$ cat src/efd_pkg.sv
package efd_pkg;
  // ==========================================================
  // register numbers (word index on the register port)
  localparam int REG_AW = 16;
  localparam logic [15:0] REG_CARD_COMMAND = 16'h0064;
  localparam logic [15:0] REG_CARD_STATUS = 16'h006e;
  localparam logic [15:0] REG_TS_CMD = 16'hb798;
  localparam logic [15:0] REG_TS_TIME = 16'hb7b6;
  localparam logic [15:0] REG_TS_DATE = 16'hb7b7;
  localparam logic [15:0] REG_TS_TIMEOUT = 16'hb7c5;
  localparam logic [15:0] REG_POLL_DATA = 16'hb7fc;
  localparam logic [15:0] REG_TS_SYNC_STAT = 16'hb7fd;
  // ==========================================================
  // card_command bit positions
  localparam int CMD_START_BIT = 20;
  localparam int CMD_WAIT_BIT = 21;
  localparam int CMD_STOP_BIT = 22;
  localparam int CMD_POLL_BIT = 23;
  localparam logic [31:0] CMD_EXTRA_MASK = 32'h00f0_0000;
  // card_status bit positions
  localparam int STAT_BLK_BIT = 12;
  localparam int STAT_END_BIT = 13;
  localparam int STAT_OVR_BIT = 14;
  localparam int STAT_ERR_BIT = 15;
  localparam logic [31:0] STAT_EXTRA_MASK = 32'h0000_f000;
  // timestamp_command bits
  localparam int TS_RESET_BIT = 0;
  localparam int TS_REFPOS_BIT = 9;
  localparam int TS_REFNEG_BIT = 10;
  localparam logic [31:0] TS_MODE_MASK = 32'h0000_0606;
  // values after reset
  localparam logic [31:0] TS_MODE_RST = 32'h0000_0000;
  localparam logic [15:0] TS_TIMEOUT_RST = 16'h0000;
  // ==========================================================
  // timing
  localparam int CLK_PERIOD_NS = 40;
  localparam int MS_NS = 1000000;
  localparam int CYC_PER_MS = MS_NS / CLK_PERIOD_NS;
  // ==========================================================
  // state encodings
  typedef enum logic [1:0] {
    EX_IDLE = 2'b00,
    EX_DMA = 2'b01,
    EX_POLL = 2'b10,
    EX_HALT = 2'b11
  } efd_ex_state_t;
  typedef enum logic {
    TS_IDLE = 1'b0,
    TS_WAIT = 1'b1
  } efd_ts_state_t;
endpackage

$ cat src/efd_extra_dma.sv
`timescale 1ns/1ps
// ==========================================================
module efd_extra_dma #(
  parameter int DEPTH = 64,
  parameter int WC = 24,
  parameter int P_CYC_PER_MS = efd_pkg::CYC_PER_MS
) (
  input wire logic clk,
  input wire logic resetn,
  input wire logic reg_wr,
  input wire logic reg_rd,
  input wire logic [efd_pkg::REG_AW-1:0] reg_addr,
  input wire logic [31:0] reg_wdata,
  output logic [31:0] reg_rdata,
  output logic reg_rvalid,
  input wire logic buf_defined,
  input wire logic [WC-1:0] buf_words,
  input wire logic [WC-1:0] notify_words,
  input wire logic [15:0] wait_timeout_ms,
  input wire logic [31:0] card_flags_in,
  output logic [31:0] card_ctl_cmd,
  output logic card_ctl_stb,
  input wire logic aba_valid,
  input wire logic [31:0] aba_data,
  input wire logic ts_trigger,
  input wire logic refclk_pin,
  input wire logic [31:0] pc_time,
  input wire logic [31:0] pc_date,
  output logic dma_valid,
  output logic [31:0] dma_data,
  input wire logic dma_ready,
  input wire logic dma_err,
  output logic wait_busy,
  output logic wait_expired
);
  import efd_pkg::*;
  localparam int AW = $clog2(DEPTH);
  localparam int CW = $clog2(P_CYC_PER_MS);
  typedef struct packed {
    efd_ex_state_t st;
    logic [AW:0] cnt;
    logic [AW-1:0] wp;
    logic [AW-1:0] rp;
    logic fetch;
    logic dv;
    logic [31:0] dd;
    logic [WC-1:0] done_w;
    logic [WC-1:0] blk_w;
    logic f_blk;
    logic f_end;
    logic f_ovr;
    logic f_err;
    logic ts_pend;
    logic [31:0] ts_hi;
    logic rd_pend;
    logic [15:0] rd_addr;
    logic rd_pop;
    logic [31:0] rdata;
    logic rv;
    logic [31:0] ctl;
    logic ctl_stb;
    logic wbusy;
    logic wexp;
    logic [15:0] wms;
    logic [CW-1:0] wpre;
    logic [31:0] ts_mode;
    logic [15:0] ts_tmo;
    logic ts_rst;
  } efd_state_t;
  efd_state_t s_q, s_d;

  logic cmd_wr, c_start, c_wait, c_stop, c_poll;
  logic full, ts_on, push_req, we, pop;
  logic set_blk, set_end, set_ovr, set_err, clr_run, clr_blk;
  logic [31:0] push_data, mem_rdata, stat_word;
  logic [31:0] ts_hi, ts_lo, cap_time, cap_date;
  logic ts_busy, ts_tmo_flag;

  if (DEPTH < 2 || (DEPTH & (DEPTH - 1)) != 0) begin : g_bad_depth
    $error("fifo depth must be a power of two");
  end
  if (P_CYC_PER_MS < 2 || WC < 2) begin : g_bad_counts
    $error("count widths too small");
  end

  // ==========================================================
  // command decode, a stop in one write masks the start and poll of that write
  assign cmd_wr = reg_wr && (reg_addr == REG_CARD_COMMAND);
  assign c_start = cmd_wr && reg_wdata[CMD_START_BIT];
  assign c_wait = cmd_wr && reg_wdata[CMD_WAIT_BIT];
  assign c_stop = cmd_wr && reg_wdata[CMD_STOP_BIT];
  assign c_poll = cmd_wr && reg_wdata[CMD_POLL_BIT];
  assign full = s_q.cnt[AW];
  assign ts_on = s_q.ts_mode != '0;

  // status word, one bit per flag
  always_comb begin
    stat_word = card_flags_in & ~STAT_EXTRA_MASK;
    stat_word[STAT_BLK_BIT] = s_q.f_blk;
    stat_word[STAT_END_BIT] = s_q.f_end;
    stat_word[STAT_OVR_BIT] = s_q.f_ovr;
    stat_word[STAT_ERR_BIT] = s_q.f_err;
  end

  // ==========================================================
  // timestamp counter and reference clock sync
  efd_ts_sync #(
    .CYC_PER_MS(P_CYC_PER_MS)
  ) u_ts (
    .clk(clk),
    .resetn(resetn),
    .refclk_pin(refclk_pin),
    .mode(s_q.ts_mode),
    .reset_req(s_q.ts_rst),
    .timeout_ms(s_q.ts_tmo),
    .pc_time(pc_time),
    .pc_date(pc_date),
    .count_hi(ts_hi),
    .count_lo(ts_lo),
    .busy(ts_busy),
    .timed_out(ts_tmo_flag),
    .cap_time(cap_time),
    .cap_date(cap_date)
  );

  // extra fifo storage
  efd_xfifo_mem #(
    .W(32),
    .DEPTH(DEPTH),
    .AW(AW)
  ) u_mem (
    .clk(clk),
    .resetn(resetn),
    .we(we),
    .waddr(s_q.wp),
    .wdata(push_data),
    .raddr(s_q.rp),
    .rdata(mem_rdata)
  );

  // ==========================================================
  // main next-state process
  always_comb begin
    s_d = s_q;
    s_d.ctl_stb = 1'b0;
    s_d.rv = 1'b0;
    s_d.rd_pend = 1'b0;
    s_d.rd_pop = 1'b0;
    s_d.ts_rst = 1'b0;
    push_req = 1'b0;
    push_data = '0;
    pop = 1'b0;
    set_blk = 1'b0;
    set_end = 1'b0;
    set_ovr = 1'b0;
    set_err = 1'b0;
    clr_run = 1'b0;
    clr_blk = 1'b0;

    // fifo fill: high half of a stamp, new stamp, then slow-side data
    if (s_q.ts_pend) begin
      push_req = 1'b1;
      push_data = s_q.ts_hi;
      s_d.ts_pend = 1'b0;
      set_ovr = (ts_trigger && ts_on) || aba_valid; // word lost
    end else if (ts_trigger && ts_on) begin
      push_req = 1'b1;
      push_data = ts_lo;
      s_d.ts_pend = 1'b1;
      s_d.ts_hi = ts_hi;
      set_ovr = aba_valid;
    end else if (aba_valid) begin
      push_req = 1'b1;
      push_data = aba_data;
    end
    if (push_req && full) begin
      set_ovr = 1'b1;
    end

    // extra transfer engine
    unique case (s_q.st)
      EX_IDLE, EX_HALT: begin
      end
      EX_DMA: begin
        if (s_q.dv && dma_ready) begin
          s_d.dv = 1'b0;
          s_d.done_w = s_q.done_w + WC'(1);
          s_d.blk_w = s_q.blk_w + WC'(1);
          if (notify_words != '0 && s_q.blk_w + WC'(1) == notify_words) begin
            set_blk = 1'b1;
            s_d.blk_w = '0;
          end
          if (notify_words == '0 && s_q.done_w + WC'(1) == buf_words) begin
            set_end = 1'b1;
            s_d.st = EX_HALT;
          end
        end
        if (s_q.fetch) begin
          s_d.fetch = 1'b0;
          s_d.dv = 1'b1;
          s_d.dd = mem_rdata;
        end else if (!s_q.dv && s_q.cnt != '0) begin
          s_d.fetch = 1'b1;
          pop = 1'b1;
        end
        if (dma_err) begin
          set_err = 1'b1;
          s_d.st = EX_HALT;
          s_d.dv = 1'b0;
          s_d.fetch = 1'b0;
        end
      end
      EX_POLL: begin
      end
    endcase

    // register reads answer two cycles after the strobe
    if (reg_rd) begin
      s_d.rd_pend = 1'b1;
      s_d.rd_addr = reg_addr;
      if (reg_addr == REG_POLL_DATA && s_q.st == EX_POLL && s_q.cnt != '0) begin
        s_d.rd_pop = 1'b1;
        pop = 1'b1;
      end
    end
    if (s_q.rd_pend) begin
      s_d.rv = 1'b1;
      unique case (s_q.rd_addr)
        REG_CARD_STATUS: begin
          s_d.rdata = stat_word;
          clr_blk = 1'b1;
        end
        REG_TS_CMD: s_d.rdata = s_q.ts_mode;
        REG_TS_TIME: s_d.rdata = cap_time;
        REG_TS_DATE: s_d.rdata = cap_date;
        REG_TS_TIMEOUT: s_d.rdata = {16'h0000, s_q.ts_tmo};
        REG_TS_SYNC_STAT: s_d.rdata = {30'h0, ts_tmo_flag, ts_busy};
        REG_POLL_DATA: s_d.rdata = s_q.rd_pop ? mem_rdata : 32'h0;
        default: s_d.rdata = 32'h0; // command register reads as zero
      endcase
    end

    // register writes
    if (cmd_wr) begin
      s_d.ctl = reg_wdata & ~CMD_EXTRA_MASK;
      s_d.ctl_stb = 1'b1;
    end
    if (reg_wr && reg_addr == REG_TS_CMD) begin
      s_d.ts_mode = reg_wdata & TS_MODE_MASK;
      s_d.ts_rst = reg_wdata[TS_RESET_BIT];
    end
    if (reg_wr && reg_addr == REG_TS_TIMEOUT) begin
      s_d.ts_tmo = reg_wdata[15:0];
    end

    // extra commands: stop wins over start and poll
    if (c_stop) begin
      s_d.st = EX_IDLE;
      s_d.dv = 1'b0;
      s_d.fetch = 1'b0;
    end else if (c_start) begin
      if (!buf_defined || c_poll || s_q.st == EX_POLL) begin
        set_err = 1'b1;
      end else begin
        s_d.st = EX_DMA;
        s_d.done_w = '0;
        s_d.blk_w = '0;
        s_d.dv = 1'b0;
        s_d.fetch = 1'b0;
        clr_run = 1'b1;
      end
    end else if (c_poll) begin
      if (s_q.st == EX_DMA) begin
        set_err = 1'b1;
      end else begin
        s_d.st = EX_POLL;
        clr_run = 1'b1;
      end
    end

    // an overrun halts a running transfer at once
    if (set_ovr && (s_d.st == EX_DMA || s_d.st == EX_POLL)) begin
      s_d.st = EX_HALT;
      s_d.dv = 1'b0;
      s_d.fetch = 1'b0;
    end

    // sticky flags, a set in the clearing cycle wins
    s_d.f_blk = ((clr_run || clr_blk) ? 1'b0 : s_q.f_blk) | set_blk;
    s_d.f_end = (clr_run ? 1'b0 : s_q.f_end) | set_end;
    s_d.f_ovr = (clr_run ? 1'b0 : s_q.f_ovr) | set_ovr;
    s_d.f_err = (clr_run ? 1'b0 : s_q.f_err) | set_err;

    // fifo pointers, an abort throws away stored words
    we = push_req && !full && !c_stop;
    if (c_stop) begin
      s_d.rp = s_q.wp;
      s_d.cnt = '0;
    end else begin
      s_d.wp = s_q.wp + AW'(we);
      s_d.rp = s_q.rp + AW'(pop);
      s_d.cnt = s_q.cnt + (AW + 1)'(we) - (AW + 1)'(pop);
    end

    // wait command: block, end, fault, or millisecond timeout
    if (c_wait) begin
      s_d.wbusy = 1'b1;
      s_d.wexp = 1'b0;
      s_d.wms = '0;
      s_d.wpre = '0;
    end else if (s_q.wbusy) begin
      if (s_q.f_blk || s_q.f_end || s_q.f_ovr || s_q.f_err || s_q.st != EX_DMA) begin
        s_d.wbusy = 1'b0;
      end else if (wait_timeout_ms != '0) begin
        if (s_q.wpre == CW'(P_CYC_PER_MS - 1)) begin
          s_d.wpre = '0;
          s_d.wms = s_q.wms + 16'h1;
          if (s_q.wms + 16'h1 == wait_timeout_ms) begin
            s_d.wbusy = 1'b0;
            s_d.wexp = 1'b1;
          end
        end else begin
          s_d.wpre = s_q.wpre + CW'(1);
        end
      end
    end
  end

  always_ff @(posedge clk) begin
    if (!resetn) begin
      s_q <= '0;
      s_q.ts_mode <= TS_MODE_RST;
      s_q.ts_tmo <= TS_TIMEOUT_RST;
    end else begin
      s_q <= s_d;
    end
  end

  // outputs straight from state
  assign reg_rdata = s_q.rdata;
  assign reg_rvalid = s_q.rv;
  assign card_ctl_cmd = s_q.ctl;
  assign card_ctl_stb = s_q.ctl_stb;
  assign dma_valid = s_q.dv;
  assign dma_data = s_q.dd;
  assign wait_busy = s_q.wbusy;
  assign wait_expired = s_q.wexp;
endmodule

$ cat src/efd_ts_sync.sv
`timescale 1ns/1ps
// ==========================================================
// timestamp counter and reference clock synchronising reset
module efd_ts_sync #(
  parameter int CYC_PER_MS = 25000
) (
  input wire logic clk,
  input wire logic resetn,
  input wire logic refclk_pin,
  input wire logic [31:0] mode,
  input wire logic reset_req,
  input wire logic [15:0] timeout_ms,
  input wire logic [31:0] pc_time,
  input wire logic [31:0] pc_date,
  output logic [31:0] count_hi,
  output logic [31:0] count_lo,
  output logic busy,
  output logic timed_out,
  output logic [31:0] cap_time,
  output logic [31:0] cap_date
);
  import efd_pkg::*;
  localparam int CW = $clog2(CYC_PER_MS);
  typedef struct packed {
    logic m1;
    logic m2;
    logic m3;
    efd_ts_state_t st;
    logic [31:0] hi;
    logic [31:0] lo;
    logic [CW-1:0] pre;
    logic [15:0] ms;
    logic tmo;
    logic [31:0] ct;
    logic [31:0] cd;
  } efd_ts_reg_t;
  efd_ts_reg_t s_q, s_d;
  logic refmode, edge_hit, tick, tmo_hit;

  if (CYC_PER_MS < 2) begin : g_bad_ms
    $error("cycles per millisecond must be at least two");
  end

  // edge detect looks only at the second stage and its delay
  assign refmode = mode[TS_REFPOS_BIT] | mode[TS_REFNEG_BIT];
  assign edge_hit = (mode[TS_REFPOS_BIT] && s_q.m2 && !s_q.m3)
    || (mode[TS_REFNEG_BIT] && !s_q.m2 && s_q.m3);
  assign tick = s_q.pre == CW'(CYC_PER_MS - 1);
  assign tmo_hit = tick && (s_q.ms + 16'h0001 >= timeout_ms);

  // counting and the synchronising reset sequence
  always_comb begin
    s_d = s_q;
    s_d.m1 = refclk_pin;
    s_d.m2 = s_q.m1;
    s_d.m3 = s_q.m2;
    if (refmode) begin
      if (edge_hit) begin
        s_d.hi = s_q.hi + 32'h1;
        s_d.lo = '0;
      end else begin
        s_d.lo = s_q.lo + 32'h1;
      end
    end else if (mode != '0) begin
      {s_d.hi, s_d.lo} = {s_q.hi, s_q.lo} + 64'h1;
    end
    unique case (s_q.st)
      TS_IDLE: begin
        if (reset_req && refmode) begin
          s_d.st = TS_WAIT;
          s_d.pre = '0;
          s_d.ms = '0;
          s_d.tmo = 1'b0;
        end else if (reset_req) begin
          s_d.hi = '0;
          s_d.lo = '0;
          s_d.tmo = 1'b0;
        end
      end
      TS_WAIT: begin
        if (edge_hit) begin
          s_d.hi = '0;
          s_d.lo = '0;
          s_d.ct = pc_time;
          s_d.cd = pc_date;
          s_d.st = TS_IDLE;
        end else if (tmo_hit) begin
          s_d.tmo = 1'b1;
          s_d.st = TS_IDLE;
        end else if (tick) begin
          s_d.pre = '0;
          s_d.ms = s_q.ms + 16'h1;
        end else begin
          s_d.pre = s_q.pre + CW'(1);
        end
      end
    endcase
  end

  always_ff @(posedge clk) begin
    if (!resetn) begin
      s_q <= '0;
    end else begin
      s_q <= s_d;
    end
  end

  assign count_hi = s_q.hi;
  assign count_lo = s_q.lo;
  assign busy = s_q.st == TS_WAIT;
  assign timed_out = s_q.tmo;
  assign cap_time = s_q.ct;
  assign cap_date = s_q.cd;
endmodule

$ cat src/efd_xfifo_mem.sv
`timescale 1ns/1ps
// ==========================================================
// extra fifo storage, registered read data
module efd_xfifo_mem #(
  parameter int W = 32,
  parameter int DEPTH = 64,
  parameter int AW = 6
) (
  input wire logic clk,
  input wire logic resetn,
  input wire logic we,
  input wire logic [AW-1:0] waddr,
  input wire logic [W-1:0] wdata,
  input wire logic [AW-1:0] raddr,
  output logic [W-1:0] rdata
);
  typedef struct packed {
    logic [DEPTH-1:0][W-1:0] mem;
    logic [W-1:0] rd;
  } efd_mem_t;
  efd_mem_t m_q, m_d;

  if (DEPTH != (1 << AW)) begin : g_bad_depth
    $error("depth must equal two to the address width");
  end

  // write port and read register
  always_comb begin
    m_d = m_q;
    if (we) begin
      m_d.mem[waddr] = wdata;
    end
    m_d.rd = m_q.mem[raddr];
  end

  always_ff @(posedge clk) begin
    if (!resetn) begin
      m_q <= '0;
    end else begin
      m_q <= m_d;
    end
  end

  assign rdata = m_q.rd;
endmodule
$ cat config.mk
export PLATFORM = sky130hd
export DESIGN_NAME = efd_extra_dma
export DESIGN_NICKNAME = d
export VERILOG_FILES = /design/src/efd_pkg.sv /design/src/efd_extra_dma.sv /design/src/efd_ts_sync.sv /design/src/efd_xfifo_mem.sv
export SDC_FILE = /design/constraint.sdc
export NUM_CORES = 2
export LEC_CHECK = 0
export BUFFER_PORTS_ARGS = -buffer_cell sky130_fd_sc_hd__clkbuf_2
export CORE_ASPECT_RATIO = 0.9
export CORE_MARGIN = 1.5
export CORE_UTILIZATION = 55
export CTS_CLUSTER_DIAMETER = 100
export DETAILED_ROUTE_END_ITERATION = 8
export GPL_TIMING_DRIVEN = 0
export PLACE_DENSITY = 0.72
export SYNTH_ARGS = -nofsm -noshare
export SYNTH_HDL_FRONTEND = slang
export SYNTH_SLANG_ARGS = --single-unit
export TNS_END_PERCENT = 30
$ cat constraint.sdc
create_clock -name clk -period 6.2 [get_ports clk]
set_input_delay 0.93 -clock clk [delete_from_list [all_inputs] [get_ports clk]]
set_output_delay 0.93 -clock clk [all_outputs]
set_load 0.01 [all_outputs]
==> summary.md <==
| Metric | Value |
|---|---|
| Final Cell Area | approximately 130000 µm² |
| Post-DR wirelength/cell | roughly 32 µm |
| Clock latency on the worst-skew pair | ~0.97 ns |
| Clock buffer count from CTS | approximately 280 |
| Pins Over Slew Limit | 145 |
| Dpl ws | ~0.22 ns |
| Leakage | approximately 0.044 µW |
| Area grow syn2layout | 14.0% |
| Hold Path Class | input port to flop |
| Synth async-reset ratio | 0% |
| Library cells used by synthesis | between 80 and 90 |
| Worst-case hold slack | 0.205 ns |
| Max clock buf depth | 4 |
| Core area | 199000 µm² |
| Non-filler cells, final | between 15k and 20k |
| FF/Latch Area | just over 50000 µm² |
| IO buf count | between 300 and 400 |
| EDFF count, synth | 0 |
| Util after Layout | between 60% and 70% |
| Htree depth | 5 |
| Syn avg cell area | 8.80 µm² |
| Root buffer cell | clkbuf_16 |
| Final setup viols | 15 |
| Initial antenna violation count | 104 |
| #FFs+latches synth | 2518 |
| Worst EP required | about 7.0 ns |
| Pwr dens | 294 nW/µm² |
| CTS tree | built |
| Worst-Margin Slew | 1.76 ns |
| Crit-path max FO | 10 |
| Crit. End Element | flop |
| Minimum clock period | ~6.4 ns |
| Via Count | around 100k |
| Fin nets | approximately 14k |
| I/O pin total | around 350 |
| Fmax | around 160 MHz |
| Iteration-0 DRC Markers | 15.4k |
| Status | finished with violations |
| Placed Cells | approximately 16k |
| # resized after CTS | 0 |
| Failing checks | design-rule violations, max-capacitance violations, max-slew violations, negative setup slack |
| Most common flop cell mapped by yosys | dfxtp_1 |
| Die ar. | approximately 200000 µm² |
| WS Path Type | flop to flop |
| # fillers | around 17k |
| Post-synthesis sequential area ratio | a little under half |
| Global Route Usage Sum | about half |
| Via/cell ratio | ~6.5 |
| Largest net degree at the start of global routing | 17 |
| Max Cap Viol | 14 |
| TritonRoute pass-1 iters | 9 |
| Critical Path Source Type | flop |
| DP Area | roughly 120000 µm² |
| Postcts setup bufs | 0 |
| Synthesis Warnings | 0 |
| Max Clock Skew | between 0.04 and 0.05 ns |
| First-pass GRT wire length | between 700000 and 800000 µm |
| Hold_buf cts | 0 |
| Final setup margin | -0.193 ns |
| Placer congestion estimate | 1.10 |
| Final wirelength | just over 500000 µm |
| Final-report hold violation count | 0 |
| Grt ovf | 0 |
| Dpl hpwl | between 300000 and 400000 µm |
| Share of layout cells above drive strength 1 | roughly 14% |
| Cell count after synthesis | roughly 13k |
| RSZ-0062 raised after global routing | no |
| Post-route ant nets | 0 |
| Period utilisation layout | 103% |
| Synth Cell Area | 110000 µm² |
| Initial core utilization | approximately 56% |
| Slew margin rel. | -17.5% |
| VDD IR max | between 200 and 300 µV |
| Vias in the first global route | slightly below 100k |
| Die width | between 400 and 500 µm |
| Worst Path Arrival | a little over 7 ns |
| Area of the multi-input gates | roughly 55000 µm² |
| Die height | ~430 µm |
| # rows | between 150 and 200 |
| Clock Sinks | approximately 2.5k |
| # DRC | 1 |
| Clock-pin slew on the worst setup and hold paths | around 0.06 ns |
## worst max-delay path, stage by stage (launching register included)
cell and delay [ns]:
dfxtp_1 0.33, clkbuf_1 1.03, buf_2 0.63, clkbuf_1 1.10, buf_1 1.10, mux4_2 0.54
mux4_2 0.64, mux4_2 0.61, and2_1 0.23
## per-stage QoR
| stage | power (µW) | setup TNS (ns) |
|---|---|---|
| floorplan | 18700 | 0 |
| global placement | 20300 | 0 |
| detailed placement | 20400 | 0 |
| CTS | 36600 | 0 |
| global route | 37500 | 0 |
| finish | 37000 | -1.81 |
## kinds of logic after synthesis
| logic type | count (synthesis) | share of synthesized area (%) |
|---|---|---|
| AO/OA/AOI/OAI | 2216 | 10.5 |
| XOR/XNOR | 233 | 1.85 |
| adder cells (fa/ha/maj) | 39 | 0.446 |
| buffers and inverters | 1263 | 4.99 |
| flip-flops | 2518 | 45.6 |
| multiplexers | 1127 | 17.8 |
| other | 1 | 0.00339 |
| AND/OR/NAND/NOR | 5159 | 18.7 |
## layer usage
layer | wire length, µm | share of wire [%] | GRT usage [%]
met1 | 177000 | 34 | 59.4
met4 | 56500 | 11 | 43.6
met5 | 374 | 0.073 | 0
met2 | 208000 | 40 | 68.6
met3 | 73800 | 14 | 17.9
## final cells by class
class                   instances  share of cell area (%)
multi-input cells            8778                    43.6
well taps                    2669                    2.65
inverters                      55                   0.164
plain buffers                1208                    4.24
clock buffers                 417                    6.57
repair buffers                389                    2.18
flip-flops and latches       2518                    40.0
diodes                         62                   0.123
clock inverters                50                   0.497
## worst paths after layout
path	from	endpoint	slack, ns	cells past startpoint
hold reg to reg	u_mem.m_q[1006]$_SDFFE_PN0P_	u_mem.m_q[1006]$_SDFFE_PN0P_	0.45	2
hold / removal	pc_date[27]	u_ts.cap_date[27]$_SDFFE_PN0P_	0.20	3
setup / recovery	s_q[286]$_SDFF_PN0_	u_mem.rdata[4]$_SDFF_PN0_	-0.19	8
setup reg to reg	s_q[286]$_SDFF_PN0_	u_mem.rdata[4]$_SDFF_PN0_	-0.19	8
## cells in the mapped netlist, types with 7 or more instances
cell | count | area [µm²]
a211oi_1 | 10 | 75.1
a21o_1 | 17 | 128
a21oi_1 | 1952 | 9770
a221oi_1 | 11 | 96.3
a22oi_1 | 8 | 60.1
a2bb2oi_1 | 18 | 158
a31oi_1 | 9 | 56.3
and2_1 | 67 | 419
and3_1 | 65 | 407
and4_1 | 15 | 131
buf_1 | 93 | 349
buf_2 | 200 | 1000
buf_4 | 137 | 1030
clkbuf_1 | 777 | 2920
dfxtp_1 | 2518 | 50400
ha_1 | 37 | 463
inv_1 | 53 | 199
mux2i_1 | 453 | 4530
mux4_2 | 672 | 15100
nand2_1 | 3921 | 14700
nand2_2 | 13 | 81.3
nand2b_1 | 10 | 62.6
nand3_1 | 113 | 566
nand4_1 | 42 | 263
nor2_1 | 727 | 2730
nor2b_1 | 19 | 119
nor3_1 | 41 | 205
nor3b_1 | 7 | 52.6
nor4_1 | 28 | 175
o2111ai_1 | 8 | 70.1
o211ai_1 | 7 | 52.6
o21ai_0 | 77 | 385
o21ai_1 | 22 | 110
o21ai_2 | 15 | 131
o2bb2ai_1 | 12 | 105
or3_1 | 30 | 188
or4_1 | 9 | 67.6
xnor2_1 | 109 | 955
xor2_1 | 124 | 1090
## report_power, final
part           total (µW)  internal [µW]  switching, µW  leakage (µW)
sequential          16300          16300           79.4        0.0203
clock               16700           9760           6960       0.00440
combinational        3920           1120           2800        0.0197
## state kept, by name (all words and copies together), names as in the netlist
register,flops
s_q,176
reg_rvalid,1
u_ts.s_d,2
u_ts.timed_out,1
u_ts.cap_time,32
wait_expired,1
wait_busy,1
dma_data,32
card_ctl_stb,1
u_ts.busy,1
u_ts.cap_date,32
u_ts.count_lo,32
u_ts.s_q,32
u_ts.count_hi,32
card_ctl_cmd,28
full,1
reg_rdata,32
dma_valid,1
u_mem.rdata,32
u_mem.m_q,2048
## placed cells by master (no fill, tap or decap), drive strengths merged, types with 43 or more instances in the layout
cell type  instances
a21oi           1952
xor2             124
xnor2            109
nand2           3934
and2              69
nand3            113
mux2i            453
o21ai            114
nor2             727
clkbuf          1536
nand4             44
dfxtp           2518
and3              65
inv               61
mux4             672
nor3              43
buf              478
diode             62
(Power assumes the default switching activity.)
